--- src/rtl/iop_pkg.sv ---
package iop_pkg;
   // ==================================================
   // register byte offsets
   localparam logic [7:0] IOP_OFS_A_VALUE = 8'h00;
   localparam logic [7:0] IOP_OFS_B_VALUE = 8'h04;
   localparam logic [7:0] IOP_OFS_A_DIR = 8'h08;
   localparam logic [7:0] IOP_OFS_B_DIR = 8'h0C;
   localparam logic [7:0] IOP_OFS_A_PULLUP = 8'h10;
   localparam logic [7:0] IOP_OFS_PULLDOWN = 8'h14;
   localparam logic [7:0] IOP_OFS_B_PULLUP = 8'h18;
   localparam logic [7:0] IOP_OFS_B_OD = 8'h1C;
   localparam logic [7:0] IOP_OFS_A_WAKE = 8'h20;
   localparam logic [7:0] IOP_OFS_B_WAKE = 8'h24;
   localparam logic [7:0] IOP_OFS_PWR = 8'h28;
   localparam logic [7:0] IOP_OFS_PWR_ONE = 8'h2C;
   localparam logic [7:0] IOP_OFS_IRQ_FLAG = 8'h30;
   localparam logic [7:0] IOP_OFS_IRQ_EN = 8'h34;
   localparam logic [7:0] IOP_OFS_EXT_EDGE = 8'h38;
   localparam logic [7:0] IOP_OFS_READ_SEL = 8'h3C;
   localparam logic [7:0] IOP_OFS_ALT_SEL = 8'h40;

   // ==================================================
   // field positions
   localparam int IOP_PIN_CHG_BIT = 1;
   localparam int IOP_GIE_BIT = 7;
   localparam int IOP_PA5_PU_BIT = 4;
   localparam int IOP_EXT_IRQ0_PIN_SELECT_BIT = 4;
   localparam int IOP_EXT_IRQ1_PIN_SELECT_BIT = 5;
   localparam int IOP_RSEL_B_LSB = 8;
   localparam int IOP_ALT_CMP_OE = 0;
   localparam int IOP_ALT_PWM1_OE = 1;
   localparam int IOP_ALT_BZ1_EN = 2;
   localparam int IOP_ALT_PWM2_OE = 3;
   localparam int IOP_ALT_BZ2_EN = 4;
   localparam int IOP_ALT_IR_EN = 5;
   localparam int IOP_ALT_TIMER0_SOURCE_SELECT = 6;
   localparam int IOP_ALT_T0SLOW = 7;
   localparam int IOP_ALT_TIMER1_SOURCE_SELECT = 8;
   localparam int IOP_ALT_TIMER2_SOURCE_SELECT = 9;
   localparam int IOP_ALT_TIMER3_SOURCE_SELECT = 10;

   // ==================================================
   // reset values
   localparam logic [7:0] IOP_RST_A_DIR = 8'hFF;
   localparam logic [5:0] IOP_RST_B_DIR = 6'h3F;
   localparam logic [7:0] IOP_RST_BYTE = 8'h00;
   localparam logic [5:0] IOP_RST_SIX = 6'h00;
   localparam logic [10:0] IOP_RST_ALT = 11'h000;

   // ==================================================
   // bus phase
   typedef enum logic [1:0] {
      IOP_ST_IDLE = 2'b00,
      IOP_ST_ACK = 2'b01
   } iop_state_t;
endpackage

--- src/rtl/iop_port.sv ---
`timescale 1ns/1ps
// Notes on behaviour
// - fourteen pins, two ports, data registers
// - per-pin direction bits for both ports
// - pulls act only on input pins
// - port A pull-high bits 7,6,4:0
// - pull-low map: A5, A3:0, B3:0
// - port B pull-high bits 5:0
// - A5 pull-high from power register bit4
// - port B per-pin open-drain select
// - per-pin level-change select, both ports
// - level change sets pin-change flag bit1
// - request needs flag, enable, global enable
// - edge bits 4,5 route B0,B1 interrupts
// - external interrupt masks B0/B1 change
// - IR carrier on B1 when enabled
// - A5 optional active-low reset input
// - crystal takes A6 in, A7 out
// - internal osc clock-out on A7
// - A4 feeds timer0/timer1 count clock
// - A1 feeds timer2/timer3 count clock
// - B3: comparator, then pwm1, then buzzer1
// - B2: pwm2 over buzzer2
// - read selects pad or output latch
module iop_port (
   // clock and reset
   input wire logic core_clk,
   input wire logic rst_n,
   // apb slave
   input wire logic psel,
   input wire logic penable,
   input wire logic pwrite,
   input wire logic [11:0] paddr,
   input wire logic [31:0] pwdata,
   output logic [31:0] prdata,
   output logic pready,
   output logic pslverr,
   // port a pads
   input wire logic [7:0] pa_in,
   output logic [7:0] pa_out,
   output logic [7:0] pa_oe,
   output logic [7:0] pa_pullup_en,
   output logic [7:0] pa_pulldown_en,
   // port b pads
   input wire logic [5:0] pb_in,
   output logic [5:0] pb_out,
   output logic [5:0] pb_oe,
   output logic [5:0] pb_pullup_en,
   output logic [5:0] pb_pulldown_en,
   // configuration words
   input wire logic cfg_reset_pin,
   input wire logic cfg_ext_crystal,
   input wire logic cfg_internal_osc,
   input wire logic cfg_clock_out,
   // alternate function sources
   input wire logic instr_clk,
   input wire logic comparator_out,
   input wire logic timer1_pulse_out,
   input wire logic buzzer1_out,
   input wire logic timer2_pulse_out,
   input wire logic buzzer2_out,
   input wire logic ir_carrier,
   // alternate function sinks
   output logic timer0_count_clk,
   output logic timer1_count_clk,
   output logic timer2_count_clk,
   output logic timer3_count_clk,
   output logic ext_irq0,
   output logic ext_irq1,
   output logic ext_reset_n,
   output logic crystal_en,
   output logic pin_change_irq
);

   // ==================================================
   // state
   typedef struct packed {
      iop_pkg::iop_state_t st;
      logic [31:0] rdata;
      logic err;
      logic [7:0] a_lat;
      logic [5:0] b_lat;
      logic [7:0] a_dir;
      logic [5:0] b_dir;
      logic [7:0] a_pu;
      logic [7:0] pd;
      logic [5:0] b_pu;
      logic [5:0] b_od;
      logic [7:0] a_wk;
      logic [5:0] b_wk;
      logic [7:0] pwr;
      logic [7:0] pwr1;
      logic flag;
      logic ien;
      logic [7:0] edg;
      logic [7:0] rsel_a;
      logic [5:0] rsel_b;
      logic [10:0] alt;
      logic [7:0] prev_a;
      logic [5:0] prev_b;
      logic prev_ok;
   } iop_regs_t;

   iop_regs_t s_q;
   iop_regs_t s_d;

   logic [7:0] a_rd;
   logic [5:0] b_rd;
   logic [7:0] chg_a;
   logic [5:0] chg_b;
   logic [5:0] ext_mask;
   logic chg_any;
   logic wr_go;
   logic [7:0] wb;
   logic [7:0] a_ovr;
   logic xtal;
   logic clkout;
   logic pb3_alt;
   logic pb2_alt;
   logic pb1_alt;
   logic pb3_val;
   logic pb2_val;

   // ==================================================
   // address decode
   function automatic logic hit(input logic [11:0] a);
      logic ok;
      ok = 1'b0;
      if (a[11:8] == 4'h0) begin
         case (a[7:0])
            iop_pkg::IOP_OFS_A_VALUE, iop_pkg::IOP_OFS_B_VALUE,
            iop_pkg::IOP_OFS_A_DIR, iop_pkg::IOP_OFS_B_DIR,
            iop_pkg::IOP_OFS_A_PULLUP, iop_pkg::IOP_OFS_PULLDOWN,
            iop_pkg::IOP_OFS_B_PULLUP, iop_pkg::IOP_OFS_B_OD,
            iop_pkg::IOP_OFS_A_WAKE, iop_pkg::IOP_OFS_B_WAKE,
            iop_pkg::IOP_OFS_PWR, iop_pkg::IOP_OFS_PWR_ONE,
            iop_pkg::IOP_OFS_IRQ_FLAG, iop_pkg::IOP_OFS_IRQ_EN,
            iop_pkg::IOP_OFS_EXT_EDGE, iop_pkg::IOP_OFS_READ_SEL,
            iop_pkg::IOP_OFS_ALT_SEL: ok = 1'b1;
            default: ok = 1'b0;
         endcase
      end
      return ok;
   endfunction

   // ==================================================
   // read path and level change
   always_comb begin
      a_rd = (s_q.rsel_a & s_q.a_lat) | (~s_q.rsel_a & pa_in);
      b_rd = (s_q.rsel_b & s_q.b_lat) | (~s_q.rsel_b & pb_in);
      ext_mask = {4'h0, s_q.edg[iop_pkg::IOP_EXT_IRQ1_PIN_SELECT_BIT],
                  s_q.edg[iop_pkg::IOP_EXT_IRQ0_PIN_SELECT_BIT]};
      chg_a = (pa_in ^ s_q.prev_a) & s_q.a_wk & {8{s_q.prev_ok}};
      chg_b = (pb_in ^ s_q.prev_b) & s_q.b_wk & ~ext_mask
              & {6{s_q.prev_ok}};
      chg_any = (|chg_a) | (|chg_b);
   end

   // ==================================================
   // next state
   always_comb begin
      s_d = s_q;
      wr_go = 1'b0;
      wb = pwdata[7:0];
      s_d.prev_a = pa_in;
      s_d.prev_b = pb_in;
      s_d.prev_ok = 1'b1;
      case (s_q.st)
         iop_pkg::IOP_ST_IDLE: begin
            if (psel && !penable) begin
               s_d.st = iop_pkg::IOP_ST_ACK;
               s_d.err = ~hit(paddr);
               s_d.rdata = 32'h0000_0000;
               case (paddr[7:0])
                  iop_pkg::IOP_OFS_A_VALUE: s_d.rdata[7:0] = a_rd;
                  iop_pkg::IOP_OFS_B_VALUE: s_d.rdata[5:0] = b_rd;
                  iop_pkg::IOP_OFS_A_DIR: s_d.rdata[7:0] = s_q.a_dir;
                  iop_pkg::IOP_OFS_B_DIR: s_d.rdata[5:0] = s_q.b_dir;
                  iop_pkg::IOP_OFS_A_PULLUP: s_d.rdata[7:0] = s_q.a_pu;
                  iop_pkg::IOP_OFS_PULLDOWN: s_d.rdata[7:0] = s_q.pd;
                  iop_pkg::IOP_OFS_B_PULLUP: s_d.rdata[5:0] = s_q.b_pu;
                  iop_pkg::IOP_OFS_B_OD: s_d.rdata[5:0] = s_q.b_od;
                  iop_pkg::IOP_OFS_A_WAKE: s_d.rdata[7:0] = s_q.a_wk;
                  iop_pkg::IOP_OFS_B_WAKE: s_d.rdata[5:0] = s_q.b_wk;
                  iop_pkg::IOP_OFS_PWR: s_d.rdata[7:0] = s_q.pwr;
                  iop_pkg::IOP_OFS_PWR_ONE: s_d.rdata[7:0] = s_q.pwr1;
                  iop_pkg::IOP_OFS_IRQ_FLAG:
                     s_d.rdata[iop_pkg::IOP_PIN_CHG_BIT] = s_q.flag;
                  iop_pkg::IOP_OFS_IRQ_EN:
                     s_d.rdata[iop_pkg::IOP_PIN_CHG_BIT] = s_q.ien;
                  iop_pkg::IOP_OFS_EXT_EDGE: s_d.rdata[7:0] = s_q.edg;
                  iop_pkg::IOP_OFS_READ_SEL:
                     s_d.rdata[13:0] = {s_q.rsel_b, s_q.rsel_a};
                  iop_pkg::IOP_OFS_ALT_SEL: s_d.rdata[10:0] = s_q.alt;
                  default: s_d.rdata = 32'h0000_0000;
               endcase
               if (paddr[11:8] != 4'h0) begin
                  s_d.rdata = 32'h0000_0000;
               end
            end
         end
         iop_pkg::IOP_ST_ACK: begin
            if (psel && penable) begin
               s_d.st = iop_pkg::IOP_ST_IDLE;
               wr_go = pwrite & ~s_q.err;
            end else begin
               s_d.st = iop_pkg::IOP_ST_IDLE;
            end
         end
         default: s_d.st = iop_pkg::IOP_ST_IDLE;
      endcase
      if (wr_go) begin
         case (paddr[7:0])
            iop_pkg::IOP_OFS_A_VALUE: s_d.a_lat = wb;
            iop_pkg::IOP_OFS_B_VALUE: s_d.b_lat = wb[5:0];
            iop_pkg::IOP_OFS_A_DIR: s_d.a_dir = wb;
            iop_pkg::IOP_OFS_B_DIR: s_d.b_dir = wb[5:0];
            iop_pkg::IOP_OFS_A_PULLUP: s_d.a_pu = wb;
            iop_pkg::IOP_OFS_PULLDOWN: s_d.pd = wb;
            iop_pkg::IOP_OFS_B_PULLUP: s_d.b_pu = wb[5:0];
            iop_pkg::IOP_OFS_B_OD: s_d.b_od = wb[5:0];
            iop_pkg::IOP_OFS_A_WAKE: s_d.a_wk = wb;
            iop_pkg::IOP_OFS_B_WAKE: s_d.b_wk = wb[5:0];
            iop_pkg::IOP_OFS_PWR: s_d.pwr = wb;
            iop_pkg::IOP_OFS_PWR_ONE: s_d.pwr1 = wb;
            iop_pkg::IOP_OFS_IRQ_FLAG:
               s_d.flag = s_q.flag & wb[iop_pkg::IOP_PIN_CHG_BIT];
            iop_pkg::IOP_OFS_IRQ_EN:
               s_d.ien = wb[iop_pkg::IOP_PIN_CHG_BIT];
            iop_pkg::IOP_OFS_EXT_EDGE: s_d.edg = wb;
            iop_pkg::IOP_OFS_READ_SEL: begin
               s_d.rsel_a = pwdata[7:0];
               s_d.rsel_b = pwdata[iop_pkg::IOP_RSEL_B_LSB +: 6];
            end
            iop_pkg::IOP_OFS_ALT_SEL: s_d.alt = pwdata[10:0];
            default: s_d.alt = s_q.alt;
         endcase
      end
      if (chg_any) begin
         s_d.flag = 1'b1;
      end
   end

   always_ff @(posedge core_clk) begin
      if (!rst_n) begin
         s_q.st <= iop_pkg::IOP_ST_IDLE;
         s_q.rdata <= 32'h0000_0000;
         s_q.err <= 1'b0;
         s_q.a_lat <= iop_pkg::IOP_RST_BYTE;
         s_q.b_lat <= iop_pkg::IOP_RST_SIX;
         s_q.a_dir <= iop_pkg::IOP_RST_A_DIR;
         s_q.b_dir <= iop_pkg::IOP_RST_B_DIR;
         s_q.a_pu <= iop_pkg::IOP_RST_BYTE;
         s_q.pd <= iop_pkg::IOP_RST_BYTE;
         s_q.b_pu <= iop_pkg::IOP_RST_SIX;
         s_q.b_od <= iop_pkg::IOP_RST_SIX;
         s_q.a_wk <= iop_pkg::IOP_RST_BYTE;
         s_q.b_wk <= iop_pkg::IOP_RST_SIX;
         s_q.pwr <= iop_pkg::IOP_RST_BYTE;
         s_q.pwr1 <= iop_pkg::IOP_RST_BYTE;
         s_q.flag <= 1'b0;
         s_q.ien <= 1'b0;
         s_q.edg <= iop_pkg::IOP_RST_BYTE;
         s_q.rsel_a <= iop_pkg::IOP_RST_BYTE;
         s_q.rsel_b <= iop_pkg::IOP_RST_SIX;
         s_q.alt <= iop_pkg::IOP_RST_ALT;
         s_q.prev_a <= iop_pkg::IOP_RST_BYTE;
         s_q.prev_b <= iop_pkg::IOP_RST_SIX;
         s_q.prev_ok <= 1'b0;
      end else begin
         s_q <= s_d;
      end
   end

   // ==================================================
   // apb answer
   always_comb begin
      pready = psel & penable & (s_q.st == iop_pkg::IOP_ST_ACK);
      pslverr = pready & s_q.err;
      prdata = s_q.rdata;
   end

   // ==================================================
   // pads and alternate functions
   always_comb begin
      xtal = cfg_ext_crystal;
      clkout = cfg_internal_osc & ~cfg_ext_crystal & cfg_clock_out;
      a_ovr = {xtal | clkout, xtal, cfg_reset_pin, 5'h00};
      pb3_alt = s_q.alt[iop_pkg::IOP_ALT_CMP_OE]
                | s_q.alt[iop_pkg::IOP_ALT_PWM1_OE]
                | s_q.alt[iop_pkg::IOP_ALT_BZ1_EN];
      if (s_q.alt[iop_pkg::IOP_ALT_CMP_OE]) begin
         pb3_val = comparator_out;
      end else if (s_q.alt[iop_pkg::IOP_ALT_PWM1_OE]) begin
         pb3_val = timer1_pulse_out;
      end else begin
         pb3_val = buzzer1_out;
      end
      pb2_alt = s_q.alt[iop_pkg::IOP_ALT_PWM2_OE]
                | s_q.alt[iop_pkg::IOP_ALT_BZ2_EN];
      if (s_q.alt[iop_pkg::IOP_ALT_PWM2_OE]) begin
         pb2_val = timer2_pulse_out;
      end else begin
         pb2_val = buzzer2_out;
      end
      pb1_alt = s_q.alt[iop_pkg::IOP_ALT_IR_EN];

      pa_oe = ~s_q.a_dir & ~a_ovr;
      pa_out = s_q.a_lat;
      // pa5 drives low only
      pa_oe[5] = ~s_q.a_dir[5] & ~s_q.a_lat[5] & ~cfg_reset_pin;
      pa_out[5] = 1'b0;
      if (clkout) begin
         pa_oe[7] = 1'b1;
         pa_out[7] = instr_clk;
      end
      pa_pullup_en = {s_q.a_pu[7:6], s_q.pwr[iop_pkg::IOP_PA5_PU_BIT],
                      s_q.a_pu[4:0]} & s_q.a_dir
                     & ~{xtal | clkout, xtal, 6'h00};
      pa_pulldown_en = {2'b00, s_q.a_pu[5], 1'b0, s_q.pd[3:0]}
                       & s_q.a_dir;

      pb_oe = ~s_q.b_dir & (~s_q.b_od | ~s_q.b_lat);
      pb_out = s_q.b_lat & ~s_q.b_od;
      if (pb1_alt) begin
         pb_oe[1] = 1'b1;
         pb_out[1] = ir_carrier;
      end
      if (pb2_alt) begin
         pb_oe[2] = 1'b1;
         pb_out[2] = pb2_val;
      end
      if (pb3_alt) begin
         pb_oe[3] = 1'b1;
         pb_out[3] = pb3_val;
      end
      pb_pullup_en = s_q.b_pu & s_q.b_dir & ~pb_oe;
      pb_pulldown_en = {2'b00, s_q.pd[7:4]} & s_q.b_dir & ~pb_oe;

      timer0_count_clk = pa_in[4] & s_q.alt[iop_pkg::IOP_ALT_TIMER0_SOURCE_SELECT]
                         & ~s_q.alt[iop_pkg::IOP_ALT_T0SLOW];
      timer1_count_clk = pa_in[4] & s_q.alt[iop_pkg::IOP_ALT_TIMER1_SOURCE_SELECT];
      timer2_count_clk = pa_in[1] & s_q.alt[iop_pkg::IOP_ALT_TIMER2_SOURCE_SELECT];
      timer3_count_clk = pa_in[1] & s_q.alt[iop_pkg::IOP_ALT_TIMER3_SOURCE_SELECT];
      ext_irq0 = pb_in[0] & s_q.edg[iop_pkg::IOP_EXT_IRQ0_PIN_SELECT_BIT];
      ext_irq1 = pb_in[1] & s_q.edg[iop_pkg::IOP_EXT_IRQ1_PIN_SELECT_BIT];
      ext_reset_n = ~cfg_reset_pin | pa_in[5];
      crystal_en = xtal;
      pin_change_irq = s_q.flag & s_q.ien & s_q.pwr1[iop_pkg::IOP_GIE_BIT];
   end

endmodule

--- config.mk ---
export PLATFORM = sky130hd
export DESIGN_NAME = iop_port
export DESIGN_NICKNAME = d
export VERILOG_FILES = /design/src/rtl/iop_pkg.sv /design/src/rtl/iop_port.sv
export SDC_FILE = /design/constraint.sdc
export NUM_CORES = 1
export LEC_CHECK = 0
export ABC_AREA = 1
export BUFFER_PORTS_ARGS = -buffer_cell sky130_fd_sc_hd__buf_2
export CELL_PAD_IN_SITES_DETAIL_PLACEMENT = 0
export CELL_PAD_IN_SITES_GLOBAL_PLACEMENT = 2
export CORE_ASPECT_RATIO = 0.5
export CORE_MARGIN = 4
export CORE_UTILIZATION = 31
export DETAILED_ROUTE_END_ITERATION = 10
export PLACE_DENSITY_LB_ADDON = 0.15
export SLEW_MARGIN = 0
export SYNTH_ARGS = -nofsm -noshare
export SYNTH_HDL_FRONTEND = slang
export SYNTH_SLANG_ARGS = --single-unit
--- constraint.sdc ---
create_clock -name core_clk -period 2.46 [get_ports core_clk]
set_input_delay 0.246 -clock core_clk [delete_from_list [all_inputs] [get_ports core_clk]]
set_output_delay 0.246 -clock core_clk [all_outputs]
set_load 0.01 [all_outputs]
==> run summary <==
For this design, the slowest cell found on the critical path is nand2_1. The total power per unit cell area came out at 628 nW/um2. By area the synthesized netlist is led by dfxtp_1 (40%), nand2_1 (15%), a21oi_1 (6.4%).

Setup repair after global routing left no endpoint under its margin. The share of synthesized area in the top cell type comes to 0.397. In the routed layout, each cell is associated on average with a via count of 4.80. The routed length per placed instance is 19.3 um. The residual DRC count came out at 0.

The total chip power came out at 5.68 mW. The critical path in this run is classified as flip-flop to flip-flop. The worst clock skew on the final layout is 0.00748 ns.

The final-layout fill cell count is 2,663. The logic gate share of total power is 0.055. The clock tree root driver cell is clkbuf_16. Counting instances in the post-synthesis netlist gives the leading cell types as nand2_1 (307), dfxtp_1 (152), inv_1 (126). The number of cells on the critical path is 6.

The transition time at the pin with the least slew margin is 0.968 ns. Measured against its own limit, the worst slew margin works out to 0.355. The worst-path maximum fanout came out at 48. TritonCTS built the clock tree.

The maximum number of pins on one net before global-route repair came out at 95. The type of element capturing the critical path is a flip-flop. The number of max-cap violations is 0. In this run, synthesis inferred 0 flip-flops with an integrated enable. The number of antenna diodes in the final layout is 0. By instance count, the leading cell after synthesis is nand2_1. The wire length of the first global-routing pass is 45,000 um.

The row count is 40. The worst endpoint data arrival time is 2.36 ns. Walking the worst path, the cells encountered are nand3_1 -> nor2_4 -> buf_12 -> nand2_1 -> o21ai_0 -> a21oi_1. Cell internal power was estimated by the tool at 4.35 mW. The worst-case hold slack is 0.0322 ns.

The cell area after placement is 8420 um2. After synthesis, the netlist uses 36 different library cells. Among all flip-flop cells after synthesis, the most frequent one is dfxtp_1.

The combined global-route utilization of all metal layers came out at 0.221. The Yosys step of the flow raised 0 warnings. The netlist area before placement came out at 7670 um2. The fraction of power spent switching nets came out at 0.234. In this run the worst hold path is classified as input port to flip-flop. The biggest cell delay along the critical path is 0.54 ns. The number of antenna violations at the first check in global routing was 0. The total wire length after detailed routing came out at 30,600 um. The number of detailed-route iterations in the first pass came out at 5. The final count of pins violating max slew is 0.

The core region area is 24,200 um2. The worst hold path terminates at s_q[5]$_SDFF_PN0_. Of the total power, the clock network draws 0.508. For this run, the top clock speed supported by timing is 484 MHz. At the worst endpoint, the required time is 2.76 ns. In this run the critical register-to-register path is launched from s_q[169]$_SDFFE_PN0P_. The sequential group share of total power came out at 0.437. The initial core utilization is 0.317. The fraction of registers with async set/reset came out at 0. The remaining antenna violation count after routing is 0. The number of top-level pins came out at 173. The total congestion overflow after global routing came out at 0.

The final net count came out at 1,314. The largest voltage drop on the vdd net is 0.000335 V. The number of hold violations in the final report came to 0. The proportion of layout cells with a drive suffix above 1 is 0.172. The finished cells cover 9050 um2. The clock-pin slew of the registers on the worst-case setup and hold paths is 0.06 ns. The slack of the worst reg-to-reg path is 0.39 ns. The number of buffers created by CTS is 17. The gate count of the mapped netlist is 1,140. The weighted congestion reported at the end of routability-driven placement is 0.941. Relative to the synthesized area, the layout overhead comes to 17.9%.

The via count of the first global-routing pass is 6,899. The run finished with clean final reports. The post-route clock period utilization came out at 0.840. The worst-case clock buffer depth is 2. The detailed router finished its first iteration with 644 violations.

The count of port buffers added during placement came out at 130. The maximum level of the CTS H-tree is 4. The number of gates resized after CTS was 0. The aggregate negative setup slack is 0 ns. The switching power of the nets is 1.33 mW. Measured along the x axis, the die boundary spans 230 um. The number of hold-repair buffers added at the cts stage is 0. The worst hold path was traced through 3 stages.

The detailed-route via count came out at 7,618. Prior to clock tree synthesis, the placed netlist has a worst setup slack of 0.325 ns. In the post-route analysis, the smallest setup slack over all paths is 0.394 ns. The critical path startpoint category is a flip-flop. The depth of the worst register-to-register path is 6. Averaged over all synthesized cells, the footprint is 6.73 um2. The die is 119 um tall. The final critical delay including setup and external delays is 2.07 ns. The fraction of the yosys area taken by sequential cells is 0.397. The count of buffers added by post-CTS timing repair for setup came out at 0. The overall die area came out at 27,500 um2. The clock net sink count is 152. The detailed placer's ending HPWL came out at 23,200 um.

The largest total area in the synthesized netlist belongs to dfxtp_1. The worst register-to-register path ends at s_q[26]$_SDFFE_PN0P_. The sum of buffers and inverters on the critical path came out at 1. The worst min-delay path startpoint is pb_in[4]. Grouping stages by cell kind, the critical path spends the most delay in simple AND/OR/NAND/NOR gates. The flip-flop and latch count after synthesis came out at 152. The final-report setup violation count is 0.

The clock latency of the later-clocked register in the worst-skew pair came out at 0.44 ns. The leakage power total came out at 4.15 nW.
-- area by class of cell --
class / count / area [um2] / share of cell area
Clock buffer: 23 / 488 / 0.0539
Clock inverter: 8 / 143 / 0.0158
Inverter: 132 / 497 / 0.0549
Multi-Input combinational cell: 790 / 3660 / 0.405
Sequential cell: 152 / 3040 / 0.336
Tap cell: 336 / 420 / 0.0465
Timing Repair Buffer: 147 / 791 / 0.0874
-- cell families (layout without fill, tap and decap cells) --
family                 after synthesis  count (layout)  synth area share
AO/OA/AOI/OAI                      212             212             0.151
XOR/XNOR                             3               3           0.00343
buffers and inverters              221             310             0.138
flip-flops                         152             152             0.397
multiplexers                         3               3           0.00408
other                                1              24          0.000489
AND/OR/NAND/NOR                    548             548             0.307
-- cell usage in the layout, fill, tap and decap left out, drive strengths merged, types with 8 or more instances in the layout --
| master | synthesis | routed |
|---|---|---|
| a21oi | 98 | 98 |
| a221oi | 11 | 11 |
| buf | 63 | 147 |
| clkbuf | 26 | 23 |
| conb | 1 | 24 |
| dfxtp | 152 | 152 |
| inv | 131 | 130 |
| nand2 | 313 | 313 |
| nand3 | 74 | 74 |
| nand4 | 18 | 18 |
| nor2 | 128 | 128 |
| nor3 | 8 | 8 |
| o211ai | 8 | 8 |
| o21ai | 82 | 82 |
-- per-layer routing --
layer  vias to the layer above  track usage  part of all wire
met5                         -            0                 0
met3                        29       0.0576             0.078
met2                       250        0.299              0.40
li1                       3795            -                 -
met1                      3544        0.338              0.51
met4                         0       0.0638             0.016
-- worst min-delay path: stages --
cell     delay (ns)
buf_2          0.11
nand2_1        0.05
inv_1          0.04
-- state kept, by name, indices dropped and copies added, names as in the netlist --
signal	flops
s_q	129
prdata	14
pa_out	6
ext_mask	2
pb1_alt	1
-- worst max path at each step --
stage,slack (ns),to,startpoint
floorplan,1.11,s_q[77]$_SDFFE_PN0P_,s_q[136]$_SDFFE_PN0P_
global placement,0.39,s_q[26]$_SDFFE_PN0P_,paddr[1]
detailed placement,0.32,s_q[26]$_SDFFE_PN0P_,paddr[1]
CTS,0.41,s_q[26]$_SDFFE_PN0P_,s_q[169]$_SDFFE_PN0P_
global route,0.27,s_q[39]$_SDFFE_PN0P_,s_q[169]$_SDFFE_PN0P_
finish,0.39,s_q[26]$_SDFFE_PN0P_,s_q[169]$_SDFFE_PN0P_
-- metrics by stage --
| stage | std cells | util |
|---|---|---|
| 6_report | 1588 | 0.374 |
| 5_1_grt | 1588 | 0.374 |
| 4_1_cts | 1588 | 0.374 |
| 3_5_place_dp | 1557 | 0.348 |
| 3_3_place_gp | 1557 | 0.348 |
| 2_1_floorplan | 1163 | - |
-- power groups by stage --
stage	clock (mW)	sequential, mW	combinational (mW)
6_report	2.89	2.48	0.314
2_1_floorplan	0	2.54	0.186
3_5_place_dp	0	2.54	0.310
3_3_place_gp	0	2.54	0.308
5_1_grt	3.02	2.48	0.346
4_1_cts	2.92	2.48	0.312
No activity file was read; power rests on OpenSTA's default activity.
